## config.mk

```make
export PLATFORM = sky130hd
export DESIGN_NAME = sep_command_port
export DESIGN_NICKNAME = d
export VERILOG_FILES = /design/src/rtl/sep_pkg.sv /design/src/rtl/sep_command_port.sv /design/src/rtl/sep_sync.sv /design/src/rtl/sep_tick_div.sv
export VERILOG_INCLUDE_DIRS = /design/src /design/src/rtl
export SDC_FILE = /design/constraint.sdc
export NUM_CORES = 1
export LEC_CHECK = 0
export ABC_AREA = 0
export ABC_CLOCK_PERIOD_IN_PS = 5700
export BUFFER_PORTS_ARGS = -buffer_cell sky130_fd_sc_hd__buf_2
export CORE_UTILIZATION = 45
export DETAILED_ROUTE_END_ITERATION = 8
export GPL_TIMING_DRIVEN = 0
export PLACE_DENSITY_LB_ADDON = 0.08
export SLEW_MARGIN = 40
export SYNTH_ARGS = -nofsm -noshare
export SYNTH_HDL_FRONTEND = slang
export SYNTH_HIERARCHICAL = 1
export SYNTH_SLANG_ARGS = --single-unit
```

## constraint.sdc

```tcl
create_clock -name aclk -period 5.7 [get_ports aclk]
set_input_delay 0.855 -clock aclk [delete_from_list [all_inputs] [get_ports aclk]]
set_output_delay 0.855 -clock aclk [all_outputs]
set_load 0.03 [all_outputs]
```

## src/rtl/sep_params.svh

```systemverilog
`ifndef SEP_PARAMS_SVH
`define SEP_PARAMS_SVH

`define SEP_AXI_ADDR_W      12
`define SEP_ADDR_CMD        12'h030
`define SEP_ADDR_DATA       12'h034
`define SEP_ADDR_IRQ_STAT   12'h040
`define SEP_ADDR_IRQ_CLR    12'h044
`define SEP_ADDR_IRQ_EN     12'h048

`define SEP_CMD_BUSY_BIT    31
`define SEP_CMD_OP_HI       30
`define SEP_CMD_OP_LO       28
`define SEP_CMD_TIMEOUT_BIT 10
`define SEP_CMD_LOADED_BIT  9
`define SEP_CMD_ADDR_HI     8
`define SEP_DATA_HI         7

`define SEP_RESET_ADDR      9'h000
`define SEP_RESET_DATA      8'h00
`define SEP_SIGNATURE       8'ha5

`define SEP_IRQ_W           3
`define SEP_IRQ_DONE        0
`define SEP_IRQ_TIMEOUT     1
`define SEP_IRQ_LOADED      2

`define SEP_RESP_OKAY       2'b00
`define SEP_RESP_SLVERR     2'b10

`define SEP_TIMEOUT_MS      30
`define SEP_CLK_HZ          50000000
`define SEP_TIMEOUT_CYCLES  (`SEP_TIMEOUT_MS * (`SEP_CLK_HZ / 1000))
`define SEP_SCLK_HALF       4

`define SEP_FRAME_W         21
`define SEP_BITS_SHORT      5'd12
`define SEP_BITS_WRITE      5'd20
`define SEP_BITS_READ       5'd21
`define SEP_OPC_READ        2'b10
`define SEP_OPC_WRITE       2'b01
`define SEP_OPC_ERASE       2'b11
`define SEP_OPC_EXT         2'b00
`define SEP_EXT_ENABLE      2'b11
`define SEP_EXT_DISABLE     2'b00
`define SEP_EXT_WRITE_ALL   2'b01
`define SEP_EXT_ERASE_ALL   2'b10

`endif

```

## src/rtl/sep_pkg.sv

```systemverilog
package sep_pkg;

   typedef enum logic [2:0]
   {
      sep_read_cmd                = 3'b000,
      sep_erase_write_disable_cmd = 3'b001,
      sep_erase_write_enable_cmd  = 3'b010,
      sep_write_cmd               = 3'b011,
      sep_write_all_cmd           = 3'b100,
      sep_erase_cmd               = 3'b101,
      sep_erase_all_cmd           = 3'b110,
      sep_reload_cmd              = 3'b111
   } sep_cmd_type;

   typedef enum logic [2:0]
   {
      sep_idle       = 3'b000,
      sep_frame_load = 3'b001,
      sep_shift      = 3'b010,
      sep_cs_gap     = 3'b011,
      sep_wait_ready = 3'b100,
      sep_finish     = 3'b101
   } sep_state_type;

endpackage

```

## src/rtl/sep_command_port.sv

```systemverilog
`timescale 1ns/100ps
`include "sep_params.svh"
module sep_command_port
   import sep_pkg::*;
#(
   parameter int unsigned TIMEOUT_CYCLES = `SEP_TIMEOUT_CYCLES
)
(
   input  wire logic                       aclk,
   input  wire logic                       aresetn,
   input  wire logic [`SEP_AXI_ADDR_W-1:0] s_axi_awaddr,
   input  wire logic                       s_axi_awvalid,
   output logic                            s_axi_awready,
   input  wire logic [31:0]                s_axi_wdata,
   input  wire logic [3:0]                 s_axi_wstrb,
   input  wire logic                       s_axi_wvalid,
   output logic                            s_axi_wready,
   output logic [1:0]                      s_axi_bresp,
   output logic                            s_axi_bvalid,
   input  wire logic                       s_axi_bready,
   input  wire logic [`SEP_AXI_ADDR_W-1:0] s_axi_araddr,
   input  wire logic                       s_axi_arvalid,
   output logic                            s_axi_arready,
   output logic [31:0]                     s_axi_rdata,
   output logic [1:0]                      s_axi_rresp,
   output logic                            s_axi_rvalid,
   input  wire logic                       s_axi_rready,
   input  wire logic                       prom_serial_data_in,
   output logic                            prom_cs,
   output logic                            prom_sclk,
   output logic                            prom_serial_data_out,
   output logic                            irq
);

   ////////////////////////////////////////////////////////////////////////////////
   // declarations

   logic                       aw_held_reg;
   logic [`SEP_AXI_ADDR_W-1:0] awaddr_reg;
   logic                       w_held_reg;
   logic [31:0]                wdata_reg;
   logic [31:0]                wmask_reg;
   logic                       wr_fire;
   logic                       wr_mapped;

   logic                       busy_reg;
   sep_cmd_type                op_reg;
   logic [8:0]                 addr_reg;
   logic [7:0]                 data_reg;
   logic                       timeout_reg;
   logic                       loaded_reg;
   logic [`SEP_IRQ_W-1:0]      irq_stat_reg;
   logic [`SEP_IRQ_W-1:0]      irq_en_reg;
   logic [`SEP_IRQ_W-1:0]      events;

   sep_state_type              state_reg;
   logic [`SEP_FRAME_W-1:0]    tx_sr_reg;
   logic [7:0]                 rx_sr_reg;
   logic [4:0]                 bit_cnt_reg;
   logic [31:0]                wait_cnt_reg;
   logic                       timed_out_reg;
   logic                       din_sync;
   logic                       tick;
   logic                       eng_end;
   logic                       load_ok;
   logic                       write_type;
   logic [31:0]                cmd_word;

   ////////////////////////////////////////////////////////////////////////////////
   // frame build

   function automatic logic [`SEP_FRAME_W-1:0] build_frame(input sep_cmd_type op,
                                                           input logic [8:0] a,
                                                           input logic [7:0] d);
      logic [`SEP_FRAME_W-1:0] f;
      f = '0;
      case (op)
         sep_read_cmd:                f = {1'b1, `SEP_OPC_READ, a, 9'h000};
         sep_reload_cmd:              f = {1'b1, `SEP_OPC_READ, `SEP_RESET_ADDR, 9'h000};
         sep_write_cmd:               f = {1'b1, `SEP_OPC_WRITE, a, d, 1'b0};
         sep_erase_cmd:               f = {1'b1, `SEP_OPC_ERASE, a, 9'h000};
         sep_erase_write_enable_cmd:  f = {1'b1, `SEP_OPC_EXT, `SEP_EXT_ENABLE, 7'h00, 9'h000};
         sep_erase_write_disable_cmd: f = {1'b1, `SEP_OPC_EXT, `SEP_EXT_DISABLE, 7'h00, 9'h000};
         sep_write_all_cmd:           f = {1'b1, `SEP_OPC_EXT, `SEP_EXT_WRITE_ALL, 7'h00, d, 1'b0};
         sep_erase_all_cmd:           f = {1'b1, `SEP_OPC_EXT, `SEP_EXT_ERASE_ALL, 7'h00, 9'h000};
         default:                     f = '0;
      endcase
      return f;
   endfunction

   function automatic logic [4:0] frame_bits(input sep_cmd_type op);
      logic [4:0] n;
      n = `SEP_BITS_SHORT;
      case (op)
         sep_read_cmd, sep_reload_cmd:     n = `SEP_BITS_READ;
         sep_write_cmd, sep_write_all_cmd: n = `SEP_BITS_WRITE;
         default:                          n = `SEP_BITS_SHORT;
      endcase
      return n;
   endfunction

   ////////////////////////////////////////////////////////////////////////////////
   // helpers

   sep_sync #(.WIDTH(1)) u_din_sync
   (
      .aclk     (aclk),
      .aresetn  (aresetn),
      .async_in (prom_serial_data_in),
      .sync_out (din_sync)
   );

   sep_tick_div u_tick_div
   (
      .aclk    (aclk),
      .aresetn (aresetn),
      .run     (state_reg != sep_idle),
      .tick    (tick)
   );

   // only erasing and writing commands poll for ready, so only they can time out
   assign write_type = (op_reg == sep_write_cmd) || (op_reg == sep_write_all_cmd) ||
                       (op_reg == sep_erase_cmd) || (op_reg == sep_erase_all_cmd);
   assign eng_end    = (state_reg == sep_finish);
   assign load_ok    = eng_end && (op_reg == sep_reload_cmd) && !timed_out_reg &&
                       (rx_sr_reg == `SEP_SIGNATURE);
   assign events     = {load_ok, eng_end && timed_out_reg, eng_end};

   ////////////////////////////////////////////////////////////////////////////////
   // axi4-lite write channels

   assign wr_fire   = aw_held_reg && w_held_reg && !s_axi_bvalid;
   assign wr_mapped = (awaddr_reg == `SEP_ADDR_CMD) || (awaddr_reg == `SEP_ADDR_DATA) ||
                      (awaddr_reg == `SEP_ADDR_IRQ_CLR) || (awaddr_reg == `SEP_ADDR_IRQ_EN) ||
                      (awaddr_reg == `SEP_ADDR_IRQ_STAT);

   always_ff @(posedge aclk)
   begin
      if (!aresetn)
      begin
         aw_held_reg   <= 1'b0;
         awaddr_reg    <= '0;
         s_axi_awready <= 1'b0;
         w_held_reg    <= 1'b0;
         wdata_reg     <= 32'h00000000;
         wmask_reg     <= 32'h00000000;
         s_axi_wready  <= 1'b0;
         s_axi_bvalid  <= 1'b0;
         s_axi_bresp   <= `SEP_RESP_OKAY;
      end
      else
      begin
         s_axi_awready <= !aw_held_reg && !(s_axi_awvalid && s_axi_awready);
         s_axi_wready  <= !w_held_reg && !(s_axi_wvalid && s_axi_wready);
         if (s_axi_awvalid && s_axi_awready)
         begin
            aw_held_reg <= 1'b1;
            awaddr_reg  <= s_axi_awaddr;
         end
         if (s_axi_wvalid && s_axi_wready)
         begin
            w_held_reg <= 1'b1;
            wdata_reg  <= s_axi_wdata;
            wmask_reg  <= {{8{s_axi_wstrb[3]}}, {8{s_axi_wstrb[2]}}, {8{s_axi_wstrb[1]}}, {8{s_axi_wstrb[0]}}};
         end
         if (wr_fire)
         begin
            aw_held_reg   <= 1'b0;
            w_held_reg    <= 1'b0;
            s_axi_awready <= 1'b0;
            s_axi_wready  <= 1'b0;
            s_axi_bvalid  <= 1'b1;
            s_axi_bresp   <= wr_mapped ? `SEP_RESP_OKAY : `SEP_RESP_SLVERR;
         end
         else if (s_axi_bvalid && s_axi_bready)
         begin
            s_axi_bvalid <= 1'b0;
         end
      end
   end

   ////////////////////////////////////////////////////////////////////////////////
   // command and data registers

   always_ff @(posedge aclk)
   begin
      if (!aresetn)
      begin
         busy_reg    <= 1'b1; // power-up load runs straight out of reset
         op_reg      <= sep_reload_cmd;
         addr_reg    <= `SEP_RESET_ADDR;
         data_reg    <= `SEP_RESET_DATA;
         timeout_reg <= 1'b0;
         loaded_reg  <= 1'b0;
      end
      else
      begin
         if (wr_fire && (awaddr_reg == `SEP_ADDR_CMD) && !busy_reg)
         begin
            // command and address only change while idle
            if (wmask_reg[`SEP_CMD_OP_HI])
               op_reg <= sep_cmd_type'(wdata_reg[`SEP_CMD_OP_HI:`SEP_CMD_OP_LO]);
            addr_reg <= (addr_reg & ~wmask_reg[`SEP_CMD_ADDR_HI:0]) |
                        (wdata_reg[`SEP_CMD_ADDR_HI:0] & wmask_reg[`SEP_CMD_ADDR_HI:0]);
            if (wmask_reg[`SEP_CMD_BUSY_BIT] && wdata_reg[`SEP_CMD_BUSY_BIT])
            begin
               busy_reg    <= 1'b1;
               timeout_reg <= 1'b0;
            end
         end
         if (wr_fire && (awaddr_reg == `SEP_ADDR_DATA) && !busy_reg)
            data_reg <= (data_reg & ~wmask_reg[`SEP_DATA_HI:0]) |
                        (wdata_reg[`SEP_DATA_HI:0] & wmask_reg[`SEP_DATA_HI:0]);
         // clear by writing one; a load finishing in the same cycle wins
         if (wr_fire && (awaddr_reg == `SEP_ADDR_CMD) && wmask_reg[`SEP_CMD_LOADED_BIT] &&
             wdata_reg[`SEP_CMD_LOADED_BIT])
            loaded_reg <= 1'b0;
         if (load_ok)
            loaded_reg <= 1'b1;
         if (eng_end)
         begin
            busy_reg <= 1'b0;
            if (timed_out_reg)
               timeout_reg <= 1'b1;
            if (op_reg == sep_read_cmd)
               data_reg <= rx_sr_reg;
         end
      end
   end

   ////////////////////////////////////////////////////////////////////////////////
   // serial engine

   always_ff @(posedge aclk)
   begin
      if (!aresetn)
      begin
         state_reg            <= sep_idle;
         tx_sr_reg            <= '0;
         rx_sr_reg            <= 8'h00;
         bit_cnt_reg          <= 5'h00;
         wait_cnt_reg         <= 32'h00000000;
         timed_out_reg        <= 1'b0;
         prom_cs              <= 1'b0;
         prom_sclk            <= 1'b0;
         prom_serial_data_out <= 1'b0;
      end
      else
      begin
         case (state_reg)
            sep_idle:
            begin
               timed_out_reg <= 1'b0;
               if (busy_reg)
                  state_reg <= sep_frame_load;
            end
            sep_frame_load:
            begin
               if (tick)
               begin
                  tx_sr_reg            <= build_frame(op_reg, addr_reg, data_reg);
                  prom_serial_data_out <= 1'b1;
                  bit_cnt_reg          <= frame_bits(op_reg);
                  prom_cs              <= 1'b1;
                  state_reg            <= sep_shift;
               end
            end
            sep_shift:
            begin
               if (tick && !prom_sclk)
               begin
                  prom_sclk <= 1'b1;
                  rx_sr_reg <= {rx_sr_reg[6:0], din_sync};
               end
               else if (tick)
               begin
                  prom_sclk <= 1'b0;
                  if (bit_cnt_reg == 5'h01)
                  begin
                     prom_cs              <= 1'b0;
                     prom_serial_data_out <= 1'b0;
                     state_reg            <= sep_cs_gap;
                  end
                  else
                  begin
                     bit_cnt_reg          <= bit_cnt_reg - 5'h01;
                     tx_sr_reg            <= {tx_sr_reg[`SEP_FRAME_W-2:0], 1'b0};
                     prom_serial_data_out <= tx_sr_reg[`SEP_FRAME_W-2];
                  end
               end
            end
            sep_cs_gap:
            begin
               if (tick && write_type)
               begin
                  prom_cs      <= 1'b1;
                  wait_cnt_reg <= 32'h00000000;
                  state_reg    <= sep_wait_ready;
               end
               else if (tick)
                  state_reg <= sep_finish;
            end
            sep_wait_ready:
            begin
               // ready shows as a high input; a floating-high input ends at once
               wait_cnt_reg <= wait_cnt_reg + 32'h00000001;
               if (tick && din_sync)
               begin
                  prom_cs   <= 1'b0;
                  state_reg <= sep_finish;
               end
               else if (wait_cnt_reg >= 32'(TIMEOUT_CYCLES - 1))
               begin
                  prom_cs       <= 1'b0;
                  timed_out_reg <= 1'b1;
                  state_reg     <= sep_finish;
               end
            end
            sep_finish:
            begin
               state_reg <= sep_idle;
            end
            default:
            begin
               state_reg <= sep_idle;
               prom_cs   <= 1'b0;
               prom_sclk <= 1'b0;
            end
         endcase
      end
   end

   ////////////////////////////////////////////////////////////////////////////////
   // interrupts

   always_ff @(posedge aclk)
   begin
      if (!aresetn)
      begin
         irq_stat_reg <= '0;
         irq_en_reg   <= '0;
         irq          <= 1'b0;
      end
      else
      begin
         // set wins over a clear in the same cycle
         if (wr_fire && (awaddr_reg == `SEP_ADDR_IRQ_CLR) && wmask_reg[0])
            irq_stat_reg <= (irq_stat_reg & ~wdata_reg[`SEP_IRQ_W-1:0]) | events;
         else
            irq_stat_reg <= irq_stat_reg | events;
         if (wr_fire && (awaddr_reg == `SEP_ADDR_IRQ_EN) && wmask_reg[0])
            irq_en_reg <= wdata_reg[`SEP_IRQ_W-1:0];
         irq <= |(irq_stat_reg & irq_en_reg);
      end
   end

   ////////////////////////////////////////////////////////////////////////////////
   // axi4-lite read channels

   always_comb
   begin
      cmd_word                                       = 32'h00000000;
      cmd_word[`SEP_CMD_BUSY_BIT]                    = busy_reg;
      cmd_word[`SEP_CMD_OP_HI:`SEP_CMD_OP_LO]        = op_reg;
      cmd_word[`SEP_CMD_TIMEOUT_BIT]                 = timeout_reg;
      cmd_word[`SEP_CMD_LOADED_BIT]                  = loaded_reg;
      cmd_word[`SEP_CMD_ADDR_HI:0]                   = addr_reg;
   end

   always_ff @(posedge aclk)
   begin
      if (!aresetn)
      begin
         s_axi_arready <= 1'b0;
         s_axi_rvalid  <= 1'b0;
         s_axi_rdata   <= 32'h00000000;
         s_axi_rresp   <= `SEP_RESP_OKAY;
      end
      else
      begin
         s_axi_arready <= !s_axi_rvalid && !(s_axi_arvalid && s_axi_arready);
         if (s_axi_arvalid && s_axi_arready)
         begin
            s_axi_arready <= 1'b0;
            s_axi_rvalid  <= 1'b1;
            s_axi_rresp   <= `SEP_RESP_OKAY;
            case (s_axi_araddr)
               `SEP_ADDR_CMD:      s_axi_rdata <= cmd_word;
               `SEP_ADDR_DATA:     s_axi_rdata <= {24'h000000, data_reg};
               `SEP_ADDR_IRQ_STAT: s_axi_rdata <= {29'h00000000, irq_stat_reg};
               `SEP_ADDR_IRQ_CLR:  s_axi_rdata <= 32'h00000000;
               `SEP_ADDR_IRQ_EN:   s_axi_rdata <= {29'h00000000, irq_en_reg};
               default:
               begin
                  s_axi_rdata <= 32'h00000000;
                  s_axi_rresp <= `SEP_RESP_SLVERR;
               end
            endcase
         end
         else if (s_axi_rvalid && s_axi_rready)
            s_axi_rvalid <= 1'b0;
      end
   end

endmodule

```

## src/rtl/sep_sync.sv

```systemverilog
`timescale 1ns/100ps
module sep_sync
#(
   parameter int WIDTH = 1
)
(
   input  wire logic             aclk,
   input  wire logic             aresetn,
   input  wire logic [WIDTH-1:0] async_in,
   output logic      [WIDTH-1:0] sync_out
);

   logic [WIDTH-1:0] meta_reg;

   // first stage feeds only the second stage
   genvar i;
   generate
      for (i = 0; i < WIDTH; i++)
      begin : g_bit
         always_ff @(posedge aclk)
         begin
            if (!aresetn)
            begin
               meta_reg[i] <= 1'b0;
               sync_out[i] <= 1'b0;
            end
            else
            begin
               meta_reg[i] <= async_in[i];
               sync_out[i] <= meta_reg[i];
            end
         end
      end
   endgenerate

endmodule

```

## src/rtl/sep_tick_div.sv

```systemverilog
`timescale 1ns/100ps
`include "sep_params.svh"
module sep_tick_div
(
   input  wire logic aclk,
   input  wire logic aresetn,
   input  wire logic run,
   output logic      tick
);

   logic [3:0] cnt_reg;

   // held at zero while idle so each frame starts on a full half period
   always_ff @(posedge aclk)
   begin
      if (!aresetn || !run)
      begin
         cnt_reg <= 4'h0;
         tick    <= 1'b0;
      end
      else if (cnt_reg == 4'(`SEP_SCLK_HALF - 1))
      begin
         cnt_reg <= 4'h0;
         tick    <= 1'b1;
      end
      else
      begin
         cnt_reg <= cnt_reg + 4'h1;
         tick    <= 1'b0;
      end
   end

endmodule
```

==> summary.md <==
| Metric | Value |
|---|---|
| Status | completed |
| Total GRT Usage | 0.242 |
| Syn Inst Count | 863 |
| Total grt overflow | 0 |
| Synth Cell Area | 0.00729 mm² |
| Core ar. | 0.0158 mm² |
| Leading post-synthesis cells by cell area | dfxtp_1, nand2_1, mux2i_1 |
| Initial antenna violation count | 0 |
| Antenna cells | 0 |
| Max Freq | 399 MHz |
| Layout Cells excl Fill | 1200 |
| M1 GR Usage | 0.316 |
| Worst endpoint data arrival time | 2880 ps |
| H-tree depth | 4 |
| Internal | 1.94 mW |
| Setup crit end | s_axi_rdata[28] |
| Vias | 6585 |
| Leakage power | 3.38 nW |
| Register bit total from synthesis | 161 |
| Worst r2r path cells | 6 |
| Number of cells upsized or downsized after cts | 0 |
| CP startpoint kind | primary input |
| Ys flop type | dfxtp_1 |
| R2r startpoint | wait_cnt_reg[0] |
| Cell Rows | 46 |
| Die area | 0.0167 mm² |
| TNS Setup | 0 ps |
| Hold WC Path Type | flip-flop to flip-flop |
| Fin util | 0.545 |
| Total CTS buffers | 17 |
| DRT iter0 DRCs | 441 |
| Maximum clock path buffer count | 2 |
| GPL Wtd Cong | 0.829 |
| YS warnings | 6 |
| Worst-path maximum fanout | 10 |
| Max reg flops | 32 |
| Slew @ Worst Pin | 833 ps |
| Synth top area share | 0.442 |
| Post-CTS setup buffer count | 0 |
| Worst vdd ir | 0.227 mV |
| Number of remaining DRC errors | 0 |
| Worst hold slack | 429 ps |
| DP Worst Slack | 2730 ps |
| Remaining antenna violation count | 0 |
| Max_cap viols | 0 |
| Port Buffers | 73 |
| Io pins | 113 |
| Syn avg cell area | 8.45 µm² |
| Busiest grt layer | met2 |
| Placed cells | 1170 |
| Net load switching power | 0.577 mW |
| Starting Density | 0.461 |
| Critical path class | primary input to flip-flop |
| Fillcell total | 1529 |
| WL final | 19.4 mm |
| Part of the power in registers | 0.461 |
| Pins Over Slew Limit | 0 |
| Share of post-route cells with drive strength above 1 | 0.154 |
| Post-DR wirelength/cell | 16.2 µm |
| Distinct cells, synth | 69 |
| Power per Cell Area | 292 mW/mm² |
| Dpl cell area | 0.00800 mm² |
| Worst Path Required | 6070 ps |
| RSZ-0062 raised after global routing | false |
| CP Launch Point | aresetn |
| Design area | 0.00862 mm² |
| Most instantiated cells after synthesis | dfxtp_1, nand2_1, nor2_1, a21oi_1, mux2i_1 |
| Final period utilization | 0.440 |
| Root buffer cell | clkbuf_16 |
| M3 GR Usage | 0.0520 |
| Fin worst setup slack | 3190 ps |
| Clk_lat worst skew | 430 ps |
| Largest net degree at the start of global routing | 17 |
| Number of synthesized flops with an enable pin | 0 |
| P&R area growth vs syn | 18.3% |
| Cell taking the most area after synthesis | dfxtp_1 |
| Sw Ratio | 0.229 |
| Clk_skew | 8.22 ps |
| GR Layer Usage met2 | 0.400 |
| Vias per cell | 5.49 |
| Number of nets in the layout | 1045 |
| Dpl hpwl | 14.1 mm |
| TritonCTS clock tree | built |
| Hold_buf cts | 0 |
| Tot Pwr | 2.52 mW |
| Critical path endpoint category | flip-flop |
| Hold Path Depth | 1 |
| Clock transition at the registers of the reported paths | 60 ps |
| Sink count of the clock tree | 161 |
| Seq/Total Area, Yosys | 0.442 |
| Vias in the first global route | 5984 |
| First-pass DRT Iterations | 5 |
| Chip width | 129 µm |
| Comb power frac | 0.061 |
| Synth async-reset ratio | 0 |
| R2R Setup Slk | 3420 ps |
| Most common cell in the netlist | dfxtp_1 |
| Setup violations, final | 0 |
| Fin crit period | 2510 ps |
| Clock Power Share | 0.478 |
| Reg2reg end | prom_cs |
| Relative max-transition margin | 0.441 |
| Final hold vios | 0 |
| Global-route wire length before repair | 30.9 mm |
| DIE HEIGHT | 129 µm |
cell usage in the layout, fill, tap and decap left out, drive strengths merged, types with 6 or more instances in the layout:
cell and instances:
a21oi 74, a221oi 15, a22o 11, and2 9, and3 11, buf 106, clkbuf 55, conb 19
dfxtp 161, inv 16, mux2i 40, nand2 127, nand3 32, nand3b 6, nand4 20, nor2 81
nor2b 7, nor3 23, nor3b 8, nor4 6, o211ai 12, o21a 6, o21ai 37, or3 7
cells by family (layout without fill, tap and decap cells):
kind of cell    after synthesis  in the layout  synth area share
flops                       161            161             0.442
simple gates                367            367             0.250
xor+xnor                      6              6           0.00721
mux                          44             44            0.0611
compound gates              200            200             0.178
other cells                   1             19          0.000514
buf+inv                      80            183            0.0549
fa+ha+maj                     4              4           0.00686
worst max-delay path: stages:
cell and delay, ps:
buf_2 140, clkbuf_1 400, inv_2 220, a21oi_1 550, clkbuf_1 480, a22o_1 230
routing by layer:
metal	share of wire	up-vias
met4	0.017	0
li1	-	3293
met5	0	-
met3	0.035	30
met1	0.48	3120
met2	0.47	142
layout make-up:
cell class                      instances  area, µm²  area share
Buffer                                 66        348      0.0403
Clock buffer                           22        494      0.0573
Clock inverter                          8        125      0.0145
Sequential cell                       161       3220       0.374
Tap cell                              216        270      0.0313
Inverter                               14       52.6     0.00609
Multi-Input combinational cell        640       3750       0.434
Timing Repair Buffer                   73        365      0.0424
power groups by stage:
stage | clock network, mW | logic, mW | registers, mW
after CTS | 1.22 | 0.155 | 1.16
after global routing | 1.27 | 0.170 | 1.16
after floorplan | 0 | 0.0971 | 1.19
final | 1.20 | 0.154 | 1.16
after global placement | 0 | 0.153 | 1.18
after detailed placement | 0 | 0.154 | 1.18
worst min-delay path by stage:
stage,from,end,slack (ps)
after floorplan,u_din_sync/meta_reg,u_din_sync/sync_out,410
after global placement,u_din_sync/meta_reg,u_din_sync/sync_out,410
after detailed placement,s_axi_rvalid,s_axi_arready,430
after CTS,s_axi_rvalid,s_axi_arready,440
after global routing,s_axi_rvalid,s_axi_arready,450
final,s_axi_rvalid,s_axi_arready,430
No activity file was read; power rests on OpenSTA's default activity.
